--- config.mk ---
export PLATFORM = sky130hd
export DESIGN_NAME = mjid_tap
export DESIGN_NICKNAME = d
export VERILOG_FILES = /design/src/mjid_pkg.sv /design/src/mjid_tap.sv
export VERILOG_INCLUDE_DIRS = /design/src
export SDC_FILE = /design/constraint.sdc
export NUM_CORES = 1
export LEC_CHECK = 0
export ABC_AREA = 1
export BUFFER_PORTS_ARGS = -buffer_cell sky130_fd_sc_hd__buf_2
export CORE_AREA = 2 2 223 225
export CTS_CLUSTER_SIZE = 10
export DETAILED_ROUTE_END_ITERATION = 8
export DIE_AREA = 0 0 225 227
export PLACE_DENSITY = 0.6
export SETUP_SLACK_MARGIN = 0.5
export SYNTH_ARGS = -nofsm -noshare
export SYNTH_HDL_FRONTEND = slang
export SYNTH_SLANG_ARGS = --single-unit
--- constraint.sdc ---
create_clock -name clk_in -period 25.8 [get_ports clk_in]
set_clock_uncertainty 0.15 [all_clocks]
set_input_delay 3.87 -clock clk_in [delete_from_list [all_inputs] [get_ports clk_in]]
set_output_delay 3.87 -clock clk_in [all_outputs]
set_load 0.005 [all_outputs]
--- src/mjid_defs.svh ---
// constants for the boundary-scan instruction decode and identification word
// assumes it is included by bare name from the package and the design file
//
// Contract
// - code 00 selects boundary register, captures ring, outputs driven from boundary register values
// - code 21 selects identification register loaded with fixed word
// - code 05 snapshots ring into boundary register and selects it
// - code 07 selects bypass, outputs driven from boundary register values
// - code 03 selects bypass, all outputs forced high impedance
// - code ff selects single-bit bypass, memory unaffected
// - identification bit 0 is constant one
// - fixed eleven-bit maker code in identification bits 11 to 1
// - fixed sixteen-bit device code in identification bits 27 to 12
// - eight-bit instruction takes effect only at update-IR
// - identification instruction selected at power-up and test-logic-reset
// - boundary 113 cells, bypass one cell, identification 32 cells
`ifndef MJID_DEFS_SVH
`define MJID_DEFS_SVH
`define MJID_IR_W 8
`define MJID_BSR_W 113
`define MJID_ID_W 32
`define MJID_OP_EXTEST 8'h00
`define MJID_OP_IDCODE 8'h21
`define MJID_OP_SAMPLE 8'h05
`define MJID_OP_CLAMP 8'h07
`define MJID_OP_HIGHZ 8'h03
`define MJID_OP_BYPASS 8'hff
`define MJID_IR_CAPTURE 8'h01
`define MJID_ID_PRESENT 1'h1
`define MJID_MAKER_DEF 11'h2aa
`define MJID_DEVICE_DEF 16'h0000
`define MJID_REV_DEF 4'h0
`define MJID_LSB 0
`endif

--- src/mjid_pkg.sv ---
// types for the boundary-scan instruction decode
// assumes mjid_defs.svh is on the include path
`include "mjid_defs.svh"
package mjid_pkg;
	typedef enum logic [3:0] {
		MJID_TLR = 4'h0, MJID_RTI = 4'h1, MJID_SEL_DR = 4'h2, MJID_CAP_DR = 4'h3,
		MJID_SH_DR = 4'h4, MJID_EX1_DR = 4'h5, MJID_PAU_DR = 4'h6, MJID_EX2_DR = 4'h7,
		MJID_UPD_DR = 4'h8, MJID_SEL_IR = 4'h9, MJID_CAP_IR = 4'ha, MJID_SH_IR = 4'hb,
		MJID_EX1_IR = 4'hc, MJID_PAU_IR = 4'hd, MJID_EX2_IR = 4'he, MJID_UPD_IR = 4'hf
	} mjid_state_t;
	typedef enum logic [1:0] {
		MJID_SEL_BSR = 2'h0, MJID_SEL_ID = 2'h1, MJID_SEL_BYP = 2'h2
	} mjid_sel_t;
endpackage

--- src/mjid_tap.sv ---
// test access port with instruction decode, bypass, identification and boundary register
// assumes the test clock is far slower than clk_in and is sampled by it
`timescale 1ns/1ps
`default_nettype none
`include "mjid_defs.svh"
module mjid_tap #(
	parameter logic [10:0] MAKER_CODE = `MJID_MAKER_DEF, // arbitrary value
	parameter logic [15:0] DEVICE_CODE = `MJID_DEVICE_DEF, // arbitrary value
	parameter logic [3:0] REVISION = `MJID_REV_DEF // arbitrary value
) (
	// clock and reset
	input wire logic clk_in,
	input wire logic rst_n_in,
	// scan pins
	input wire logic tck_in,
	input wire logic tms_in,
	input wire logic tdi_in,
	output logic tdo_out,
	output logic tdo_oe_out,
	// ring values seen at the balls
	input wire logic [`MJID_BSR_W-1:0] ring_in,
	// ball control toward the output drivers
	output logic [`MJID_BSR_W-1:0] ring_drive_out,
	output logic test_drive_out,
	output logic highz_out,
	// current instruction
	output logic [`MJID_IR_W-1:0] instr_out
);
	import mjid_pkg::*;

	// ************************************************
	// synchronisers and edge detection
	// ************************************************
	logic rst_m_q, rst_s_q;
	logic [2:0] tck_q, tms_q, tdi_q;
	logic [`MJID_BSR_W-1:0] ring_m_q, ring_s_q;
	logic rise, fall;

	// reset release through two flops
	always_ff @(posedge clk_in or negedge rst_n_in) begin
		if (!rst_n_in) begin
			rst_m_q <= 1'b0;
			rst_s_q <= 1'b0;
		end else begin
			rst_m_q <= 1'b1;
			rst_s_q <= rst_m_q;
		end
	end

	// stage 0 is read only by stage 1; stage 2 gives the edge history
	always_ff @(posedge clk_in or negedge rst_s_q) begin
		if (!rst_s_q) begin
			tck_q <= 3'h0;
			tms_q <= 3'h7;
			tdi_q <= 3'h0;
		end else begin
			tck_q <= {tck_q[1:0], tck_in};
			tms_q <= {tms_q[1:0], tms_in};
			tdi_q <= {tdi_q[1:0], tdi_in};
		end
	end

	// ball values come from the memory clock domain, so they pass two flops before capture
	always_ff @(posedge clk_in or negedge rst_s_q) begin
		if (!rst_s_q) begin
			ring_m_q <= '0;
			ring_s_q <= '0;
		end else begin
			ring_m_q <= ring_in;
			ring_s_q <= ring_m_q;
		end
	end
	assign rise = tck_q[1] & ~tck_q[2];
	assign fall = ~tck_q[1] & tck_q[2];

	// ************************************************
	// controller
	// ************************************************
	mjid_state_t st_q, st_d;
	logic tms;
	assign tms = tms_q[1];

	// next state of the sixteen-state controller
	always_comb begin
		case (st_q)
			MJID_TLR: st_d = tms ? MJID_TLR : MJID_RTI;
			MJID_RTI: st_d = tms ? MJID_SEL_DR : MJID_RTI;
			MJID_SEL_DR: st_d = tms ? MJID_SEL_IR : MJID_CAP_DR;
			MJID_CAP_DR: st_d = tms ? MJID_EX1_DR : MJID_SH_DR;
			MJID_SH_DR: st_d = tms ? MJID_EX1_DR : MJID_SH_DR;
			MJID_EX1_DR: st_d = tms ? MJID_UPD_DR : MJID_PAU_DR;
			MJID_PAU_DR: st_d = tms ? MJID_EX2_DR : MJID_PAU_DR;
			MJID_EX2_DR: st_d = tms ? MJID_UPD_DR : MJID_SH_DR;
			MJID_UPD_DR: st_d = tms ? MJID_SEL_DR : MJID_RTI;
			MJID_SEL_IR: st_d = tms ? MJID_TLR : MJID_CAP_IR;
			MJID_CAP_IR: st_d = tms ? MJID_EX1_IR : MJID_SH_IR;
			MJID_SH_IR: st_d = tms ? MJID_EX1_IR : MJID_SH_IR;
			MJID_EX1_IR: st_d = tms ? MJID_UPD_IR : MJID_PAU_IR;
			MJID_PAU_IR: st_d = tms ? MJID_EX2_IR : MJID_PAU_IR;
			MJID_EX2_IR: st_d = tms ? MJID_UPD_IR : MJID_SH_IR;
			MJID_UPD_IR: st_d = tms ? MJID_SEL_DR : MJID_RTI;
			default: st_d = MJID_TLR;
		endcase
	end

	// state advances on rising test clock edges only
	always_ff @(posedge clk_in or negedge rst_s_q) begin
		if (!rst_s_q) begin
			st_q <= MJID_TLR;
		end else if (rise) begin
			st_q <= st_d;
		end
	end

	// ************************************************
	// instruction register
	// ************************************************
	logic [`MJID_IR_W-1:0] ir_sh_q, ir_q;

	// shift stage and update stage are separate so shifting never disturbs the balls
	always_ff @(posedge clk_in or negedge rst_s_q) begin
		if (!rst_s_q) begin
			ir_sh_q <= `MJID_IR_CAPTURE;
			ir_q <= `MJID_OP_IDCODE;
		end else if (rise) begin
			// reload on entry so a test clock parked in reset already shows the id code
			if (st_d == MJID_TLR) begin
				ir_q <= `MJID_OP_IDCODE;
			end
			case (st_q)
				MJID_CAP_IR: ir_sh_q <= `MJID_IR_CAPTURE;
				MJID_SH_IR: ir_sh_q <= {tdi_q[1], ir_sh_q[`MJID_IR_W-1:1]};
				MJID_UPD_IR: ir_q <= ir_sh_q;
				default: ir_sh_q <= ir_sh_q;
			endcase
		end
	end

	// ************************************************
	// decode
	// ************************************************
	mjid_sel_t sel;

	// reserved codes fall to bypass so a stray code cannot lengthen the chain
	function automatic mjid_sel_t mjid_decode(input logic [`MJID_IR_W-1:0] op);
		case (op)
			`MJID_OP_EXTEST: mjid_decode = MJID_SEL_BSR;
			`MJID_OP_SAMPLE: mjid_decode = MJID_SEL_BSR;
			`MJID_OP_IDCODE: mjid_decode = MJID_SEL_ID;
			`MJID_OP_CLAMP: mjid_decode = MJID_SEL_BYP;
			`MJID_OP_HIGHZ: mjid_decode = MJID_SEL_BYP;
			`MJID_OP_BYPASS: mjid_decode = MJID_SEL_BYP;
			default: mjid_decode = MJID_SEL_BYP;
		endcase
	endfunction
	assign sel = mjid_decode(ir_q);

	// ************************************************
	// data registers
	// ************************************************
	logic [`MJID_BSR_W-1:0] bsr_q, bsr_upd_q;
	logic [`MJID_ID_W-1:0] id_q;
	logic byp_q;
	logic [`MJID_ID_W-1:0] id_word;
	assign id_word = {REVISION, DEVICE_CODE, MAKER_CODE, `MJID_ID_PRESENT};

	// capture, shift and update of the selected data register
	always_ff @(posedge clk_in or negedge rst_s_q) begin
		if (!rst_s_q) begin
			bsr_q <= '0;
			bsr_upd_q <= '0;
			id_q <= '0;
			byp_q <= 1'b0;
		end else if (rise) begin
			case (st_q)
				MJID_CAP_DR: begin
					byp_q <= 1'b0;
					id_q <= id_word;
					if (sel == MJID_SEL_BSR) begin
						bsr_q <= ring_s_q;
					end
				end
				MJID_SH_DR: begin
					byp_q <= tdi_q[1];
					if (sel == MJID_SEL_ID) begin
						id_q <= {tdi_q[1], id_q[`MJID_ID_W-1:1]};
					end
					if (sel == MJID_SEL_BSR) begin
						bsr_q <= {tdi_q[1], bsr_q[`MJID_BSR_W-1:1]};
					end
				end
				MJID_UPD_DR: begin
					if (sel == MJID_SEL_BSR) begin
						bsr_upd_q <= bsr_q;
					end
				end
				default: byp_q <= byp_q;
			endcase
		end
	end

	// ************************************************
	// serial output and ball control
	// ************************************************
	// output changes on falling edges, enabled only in shift states
	always_ff @(posedge clk_in or negedge rst_s_q) begin
		if (!rst_s_q) begin
			tdo_out <= 1'b0;
			tdo_oe_out <= 1'b0;
		end else if (fall) begin
			tdo_oe_out <= (st_q == MJID_SH_IR) || (st_q == MJID_SH_DR);
			if (st_q == MJID_SH_IR) begin
				tdo_out <= ir_sh_q[`MJID_LSB];
			end else if (sel == MJID_SEL_BSR) begin
				tdo_out <= bsr_q[`MJID_LSB];
			end else if (sel == MJID_SEL_ID) begin
				tdo_out <= id_q[`MJID_LSB];
			end else begin
				tdo_out <= byp_q;
			end
		end
	end

	// extest and clamp drive balls from the update stage; highz floats them; memory paths stay untouched otherwise
	always_ff @(posedge clk_in or negedge rst_s_q) begin
		if (!rst_s_q) begin
			ring_drive_out <= '0;
			test_drive_out <= 1'b0;
			highz_out <= 1'b0;
			instr_out <= `MJID_OP_IDCODE;
		end else begin
			ring_drive_out <= bsr_upd_q;
			test_drive_out <= (ir_q == `MJID_OP_EXTEST) || (ir_q == `MJID_OP_CLAMP);
			highz_out <= (ir_q == `MJID_OP_HIGHZ);
			instr_out <= ir_q;
		end
	end
endmodule
`default_nettype wire

# Word level (Yosys, flattened, before mapping)
# Index checks and enable logic that the tools add are counted.
[totals]
reg_bits = 639
input_bits = 118
output_inout_bits = 125
wordCells = 92
[op_classes]
n_eq_ne = 23
muxes = 26
n_bitwise = 4
n_reduce_logical = 19
[op_table]
columns = ["operator", "n"]
rows = [
  ["113-bit two-way mux", 2],
  ["113-bit one-hot mux with 2 select lines", 1],
  ["32-bit one-hot mux with 2 select lines", 1],
  ["4-bit one-hot mux with 12 select lines", 1],
  ["4-bit equality test, second input constant", 8],
  ["32-bit two-way mux", 1],
  ["4-bit by 3-bit equality test with 1-bit output, second input constant", 4],
  ["8-bit by 3-bit equality test with 1-bit output, second input constant", 2],
  ["4-bit two-way mux", 4],
  ["8-bit two-way mux", 2],
  ["8-bit one-hot mux with 2 select lines", 1],
  ["4-bit by 2-bit equality test with 1-bit output, second input constant", 2],
  ["8-bit by 2-bit equality test with 1-bit output, second input constant", 1],
  ["8-bit by 6-bit equality test with 1-bit output, second input constant", 1],
  ["4-bit logical NOT", 2],
  ["8-bit logical NOT", 1],
  ["1-bit two-way mux", 6],
  ["2-bit two-way mux", 3],
  ["3-bit two-way mux", 2],
  ["2-bit inequality test, second input constant", 3],
  ["2-bit AND reduction", 3],
  ["3-bit AND reduction", 2],
  ["2-bit nonzero test", 3],
  ["2-bit OR reduction", 3],
  ["other kinds (10)", 13],
]

# Longest topological paths before layout
# Gate-level depths: netlist (run 1).
[logic_depth]
depth_word = 7
ltp_mapped = 14
depth_no_buf = 13

# Worst setup path after synthesis (run 1)
# No wires, ideal clock.
[synth_path]
path_type = "reg2out"
start = "reg instr_out[0]"
end = "out instr_out[0]"
arrival_time_ns = 0.501
required_time_ns = 21.780
slack_ns = 21.279
stages_incl_launch_ff = 1
path_buffers = 0
cell_sequence = "dfstp_2"
[synth_rtl]
columns = ["item", "line", "text"]
rows = [
  ["start, declared", "mjid_tap.sv:27", "output logic [`MJID_IR_W-1:0] instr_out"],
  ["start signal, assigned", "mjid_tap.sv:230", "instr_out <= `MJID_OP_IDCODE;"],
  ["start signal, assigned", "mjid_tap.sv:235", "instr_out <= ir_q;"],
]
# No word-level cell between the ends.

# Worst setup path after layout (run 1)
[layout_path]
start = "reg instr_out[0]"
end = "out instr_out[0]"
# No word-level cell between the ends.

==> reports/metrics.csv, run 1 <==
stage;metric;value;unit
run_status;outcome;finished, final reports clean;
layout;Multi-input gate area;4160;um2
die;Die Wd;225;um
synth;post-synthesis mux area share;0.0710;%
route;Starting DRT DRC Count;868;
die;die area;51100;um2
synth;syn_nets;1910;
timing;Max Slew Vio Count;0;
synth;Netlist cell types;29;
route;DRC;0;
layout;Filler Cell Count;4279;
die;starting density of the core;43.6;%
placed_design;Post-Place Cell Area;22800;um2
grt;final global-route overflow total;0;
clocking;clock slew at reported path FFs;50;ps
synth;Post-Synth XOR/XNOR Area;0;%
clocking;CTS Buf Count;75;
route;post-route ant nets;0;
timing;Rel. slew slack;26.2;%
pwr;sequential power share;48.2;%
synth;largest family of logic cells by synthesized area;simple AND/OR/NAND/NOR gates;
synth;synth warn;0;
pwr;PD cells;102;nW/um2
clocking;cells resized by post-CTS repair;0;
grt;all-layer global routing usage;16.3;%
clocking;clock sink count;639;
setup_path;Critical Path Sink Type;output port;
setup_path;critical path arrival;1200;ps
setup_path;Worst Path Required;21780;ps
pwr;Gate power share;15.6;%
layout;layout cells sized above 1;18.2;%
synth;count of state elements after synthesis;639;
route;via count;12600;
clocking;Post-CTS Hold Buffers;0;
timing;Final min period;5220;ps
pwr;Clk pwr share;36.2;%
synth;Post-Synth Simple-Gate Area;10.2;%
clocking;worst-skew pair later-pin latency;590;ps
setup_path;CP startpoint kind;flop;
layout;final net count;2156;
die;I/O pin count;243;
clocking;clock root buffer master;clkbuf_16;
placed_design;Detailed Place HPWL;24.8;mm
synth;complex-gate fraction of the synthesized area;9.33;%
min_path;hold crit path type;flop to flop;
grt;antenna violations before repair;4;
timing;Worst Hold Slack;192;ps
die;core area;48500;um2
pwr;total power;2.54;mW
timing;setup_tns;0;ps
pwr;P_sw;0.711;mW
route;WL/cell;15.2;um
pwr;Internal Power;1.83;mW
pwr;peak supply drop;60.7;uV
setup_path;Crit Path Category;flop to output port;
die;Die Ht;227;um
timing;final setup fails;0;
pwr;Static Leak;12.3;nW
layout;P&R area growth vs syn;17.5;%
layout;n_diodes;0;
setup_path;CP bufs+invs;1;
grt;largest net degree at the start of global routing;192;
setup_path;Top delay family on crit path;flip-flops;
route;First-pass DRT Iterations;7;
layout;FF/Latch Area;16000;um2
die;# rows;81;
timing;fin crit share;20.2;%
placed_design;PortBufs;242;
synth;syn avg cell area;11.8;um2
timing;RSZ-0062 raised after global routing;no;
setup_path;peak fanout along the critical path;1;
route;total routed wirelength;40.6;mm
clocking;Max Root-Sink Buffers;3;
pwr;Sw Ratio;28.0;%
layout;Post-Layout Inst Area;24900;um2
clocking;Post-CTS Setup Bufs;0;
synth;Synth Cell Area;21200;um2
clocking;CTS tree;built;
grt;vias in the first global route;12500;
setup_path;Cell Chain, Critical Path;buf_2;
clocking;htree depth;3;
synth;adder-cell share of the synthesized area;0;%
route;via/cell ratio;4.72;
timing;Achievable Freq;0.192;GHz
synth;cells after synthesis;1792;
synth;post-synthesis sequential area ratio;75.6;%
setup_path;CP peak stage delay;510;ps
timing;Slew @ Worst Pin;1110;ps
placed_design;Routability Congestion;0.781;
timing;Final Hold Fails;0;
job;max_cap viols;0;
grt;first-pass GRT wire length;66.1;mm
setup_path;Slowest-stage cell, CP;dfstp_2;
==> synth_stat cells <==
| cell type | instances | area [um2] |
|---|---|---|
| buf_2 | 49 | 245 |
| nand2_4 | 5 | 56.3 |
| nand3_4 | 2 | 35.0 |
| inv_1 | 135 | 507 |
| o31ai_1 | 2 | 15.0 |
| a21oi_1 | 3 | 15.0 |
| nor2_1 | 27 | 101 |
| o211ai_1 | 1 | 7.51 |
| o22ai_1 | 1 | 6.26 |
| a21oi_4 | 1 | 16.3 |
| nor2_4 | 3 | 33.8 |
| nor2_2 | 4 | 25.0 |
| nand3_1 | 27 | 135 |
| buf_6 | 11 | 124 |
| inv_2 | 6 | 22.5 |
| clkbuf_1 | 22 | 82.6 |
| nand2_2 | 1 | 6.26 |
| clkinv_1 | 1 | 3.75 |
| nand2_1 | 461 | 1730 |
| nand4_1 | 3 | 18.8 |
| dfrtp_1 | 632 | 15800 |
| o21ai_0 | 131 | 656 |
| o21ai_1 | 249 | 1250 |
| nand3_2 | 2 | 20.0 |
| buf_4 | 2 | 15.0 |
| dfstp_2 | 7 | 184 |
| conb_1 | 1 | 3.75 |
| mux2_4 | 1 | 15.0 |
| a31oi_1 | 2 | 12.5 |
==> flip-flops by register name (all words and copies together), names as in the netlist, 2 cells and up <==
signal          flops
tck_q               3
ir_sh_q             8
bsr_upd_q         113
tdi_q               2
bsr_q             113
instr_out           8
st_q                4
ring_drive_out    113
id_q               32
tms_q               2
ir_q                8
ring_s_q          113
ring_m_q          113
==> cell families (layout without fill, tap and decap cells) <==
logic type / after synthesis / in the layout
muxes: 1 / 1
buffers and inverters: 226 / 491
other: 1 / 1
DFF: 639 / 639
AOI/OAI and AO/OA: 390 / 390
and+or+nand+nor: 535 / 535
==> area by class of cell <==
class / instances / area share (%)
Clock buffer: 87 / 7.93
Clock inverter: 9 / 0.403
Inverter: 142 / 2.16
Multi-Input combinational cell: 927 / 16.7
Sequential cell: 639 / 64.4
Tap cell: 622 / 3.13
Timing Repair Buffer: 253 / 5.30
==> per-layer routing <==
metal  share of wire, %  wire [um]  global-route usage [%]
met2                 47      19100                    25.4
met3                4.6       1860                    4.07
met1                 46      18700                    22.9
met5               0.11         44                       0
met4                2.4        966                    5.19
==> path summary, 6_finish.rpt <==
kind	endpoint	slack [ps]	depth (start not counted)	start
min reg2reg	ring_s_q[79]	190	0	ring_m_q[79]
min in group asynchronous	ir_sh_q[5]	210	0	rst_s_q
min	ring_s_q[79]	190	0	ring_m_q[79]
max reg2reg	bsr_upd_q[71]	21330	4	rst_s_q
max in group asynchronous	bsr_upd_q[71]	21330	4	rst_s_q
max	instr_out[0]	20580	1	instr_out[0]
==> through the flow <==
stage          utilization [%]  setup slack [ps]  std cells
5_1_grt                   51.2             20520       2679
3_5_place_dp              47.0             21080       2583
4_1_cts                   51.2             20530       2679
6_report                  51.2             20580       2679
3_3_place_gp              47.0             21180       2583
2_1_floorplan                -              6530       1792
==> power by group through the flow <==
stage	Combinational [mW]	Clock [mW]	Sequential, mW
floorplan	0.289	0	1.24
global placement	0.390	0	1.24
detailed placement	0.401	0	1.24
CTS	0.405	0.950	1.23
global route	0.466	0.991	1.24
finish	0.396	0.920	1.23
==> cell usage in the layout, fill, tap and decap left out, drive strengths merged <==
| cell type | count |
|---|---|
| a21oi | 4 |
| a31oi | 2 |
| buf | 253 |
| bufinv | 1 |
| clkbuf | 87 |
| clkinv | 4 |
| conb | 1 |
| dfrtp | 632 |
| dfstp | 7 |
| inv | 146 |
| mux2 | 1 |
| nand2 | 467 |
| nand3 | 31 |
| nand4 | 3 |
| nor2 | 34 |
| o211ai | 1 |
| o21ai | 380 |
| o22ai | 1 |
| o31ai | 2 |
(Power assumes the default switching activity.)
==> inputs of run 2 (changes only) <==
- clock period: 25.8 -> 5.3 ns (I/O delays scaled with it)
==> run 2 against run 1 <==
Global-route usage grew 0.42 points. Sequential cell count is the same. Routed wire length grew 1.1%. Final cell count grew 0.34%. Non-clock buffer count grew 5. Sequential share of layout area shrank 0.13 points. Die area is the same. Clock power grew to 4.8 times the previous value. Worst hold slack lost 33 ps. Critical path type is now flop to flop. Critical endpoint is now bsr_q[41]. Largest power group unchanged.
==> reports/metrics.csv, run 2 (synthesized netlist as in run 1, its figures left out) <==
stage;metric;value;unit
placed_design;post-place setup slack;2340;ps
setup_path;Critical Path Sink Type;flop;
timing;Slew @ Worst Pin;967;ps
setup_path;Cell Chain, Critical Path;nor2_1 -> nand2_4 -> inv_6 -> buf_4 -> nand2_1 -> o21ai_0 -> o21ai_1;
clocking;Max Root-Sink Buffers;3;
die;# rows;81;
timing;Final WS setup;2300;ps
grt;final global-route overflow total;0;
setup_path;Worst Path Required;5610;ps
timing;Final min period;3000;ps
setup_path;R2R cell count;7;
route;Starting DRT DRC Count;928;
setup_path;CP bufs+invs;2;
route;WL/cell;15.3;um
route;via count;12700;
setup_path;CP peak stage delay;660;ps
timing;Final Hold Fails;0;
route;total routed wirelength;41.1;mm
clocking;CTS Buf Count;74;
setup_path;peak fanout along the critical path;142;
route;DRC;0;
route;First-pass DRT Iterations;5;
timing;Rel. slew slack;35.6;%
die;Die Wd;225;um
placed_design;Cells after DPL;2587;
timing;fin crit share;56.5;%
layout;Filler Cell Count;4229;
grt;first-pass GRT wire length;67.8;mm
min_path;hold crit path type;primary input to flop;
layout;commonest non-fill, non-tap cell in the layout;dfrtp_1;
placed_design;Post-Place Cell Area;22900;um2
die;core area;48500;um2
placed_design;Routability Congestion;0.812;
clocking;htree depth;3;
grt;antenna violations before repair;2;
pwr;Clk pwr share;35.6;%
pwr;Internal Power;8.82;mW
setup_path;CP startpoint kind;flop;
clocking;CTS tree;built;
layout;most frequent cells in the layout;dfrtp_1, nand2_1, o21ai_1, buf_2, inv_1;
pwr;peak supply drop;266;uV
min_path;hold path depth;1;
grt;vias in the first global route;12900;
clocking;cells resized by post-CTS repair;0;
clocking;clock sink count;639;
setup_path;Slowest-stage cell, CP;inv_6;
die;die area;51100;um2
clocking;worst-skew pair later-pin latency;590;ps
pwr;PD cells;493;nW/um2
timing;RSZ-0062 raised after global routing;no;
job;max_cap viols;0;
pwr;Sw Ratio;28.2;%
layout;layout cells sized above 1;18.0;%
setup_path;CP Depth;7;
setup_path;critical path arrival;3310;ps
placed_design;Detailed Place HPWL;25.9;mm
layout;post-route insts no fill;2688;
pwr;total power;12.3;mW
layout;final net count;2160;
setup_path;Crit Path Category;flop to flop;
pwr;Gate power share;15.9;%
route;post-route ant nets;0;
placed_design;PortBufs;242;
die;I/O pin count;243;
timing;Achievable Freq;0.334;GHz
timing;final setup fails;0;
die;starting density of the core;43.6;%
clocking;clock root buffer master;clkbuf_16;
pwr;P_sw;3.46;mW
grt;largest net degree at the start of global routing;154;
clocking;clock slew at reported path FFs;50;ps
route;via/cell ratio;4.74;
pwr;Static Leak;12.3;nW
run_status;outcome;finished, final reports clean;
timing;setup_tns;0;ps
layout;P&R area growth vs syn;17.8;%
pwr;sequential power share;48.6;%
setup_path;Top delay family on crit path;buffers and inverters;
timing;Max Slew Vio Count;0;
layout;Post-Layout Inst Area;24900;um2
die;Die Ht;227;um
grt;all-layer global routing usage;16.8;%
run 2: layout make-up:
cell class / count / area (um2) / share of cell area (%)
diodes: 1 / 2.50 / 0.0100
clock buffers: 93 / 1940 / 7.80
clock inverters: 6 / 75.1 / 0.301
inverters: 142 / 538 / 2.16
multi-input cells: 927 / 4160 / 16.7
flip-flops and latches: 639 / 16000 / 64.2
well taps: 622 / 778 / 3.12
repair buffers: 258 / 1420 / 5.70
run 2: worst paths after layout:
path	startpoint	end	slack (ps)
max	st_q[0]	bsr_q[41]	2300
min	ring_in[38]	ring_m_q[38]	160
min in group asynchronous	rst_s_q	instr_out[7]	260
max reg2reg	st_q[0]	bsr_q[41]	2300
min reg2reg	ring_m_q[3]	ring_s_q[3]	190
max in group asynchronous	rst_s_q	ring_m_q[70]	3420
run 2: stage by stage:
step                utilization (%)  hold slack, ps
floorplan                         -             181
global placement               47.1             183
detailed placement             47.1             185
CTS                            51.3             107
global route                   51.3             120
finish                         51.3             159
run 2: layer usage:
metal | vias to the layer above | GRT usage (%) | part of all wire, %
met5 | - | 0 | 0
met4 | 0 | 6.34 | 2.4
met3 | 73 | 3.18 | 4.1
met2 | 251 | 25.9 | 47
met1 | 6212 | 23.8 | 47
li1 | 6199 | - | -
run 2: timing repair:
item,in CTS,in global routing
hold endpoints to repair,2,0
buffers inserted,0,0
hold buffers,1,0
endpoints found under the setup margin,0,0
run 2: power by group through the flow:
stage | logic, mW | clock network, mW | registers, mW
final | 1.95 | 4.37 | 5.96
after global routing | 2.29 | 4.72 | 6.05
after CTS | 1.98 | 4.52 | 5.97
after detailed placement | 1.97 | 0 | 6.05
after global placement | 1.91 | 0 | 6.03
after floorplan | 1.41 | 0 | 6.01
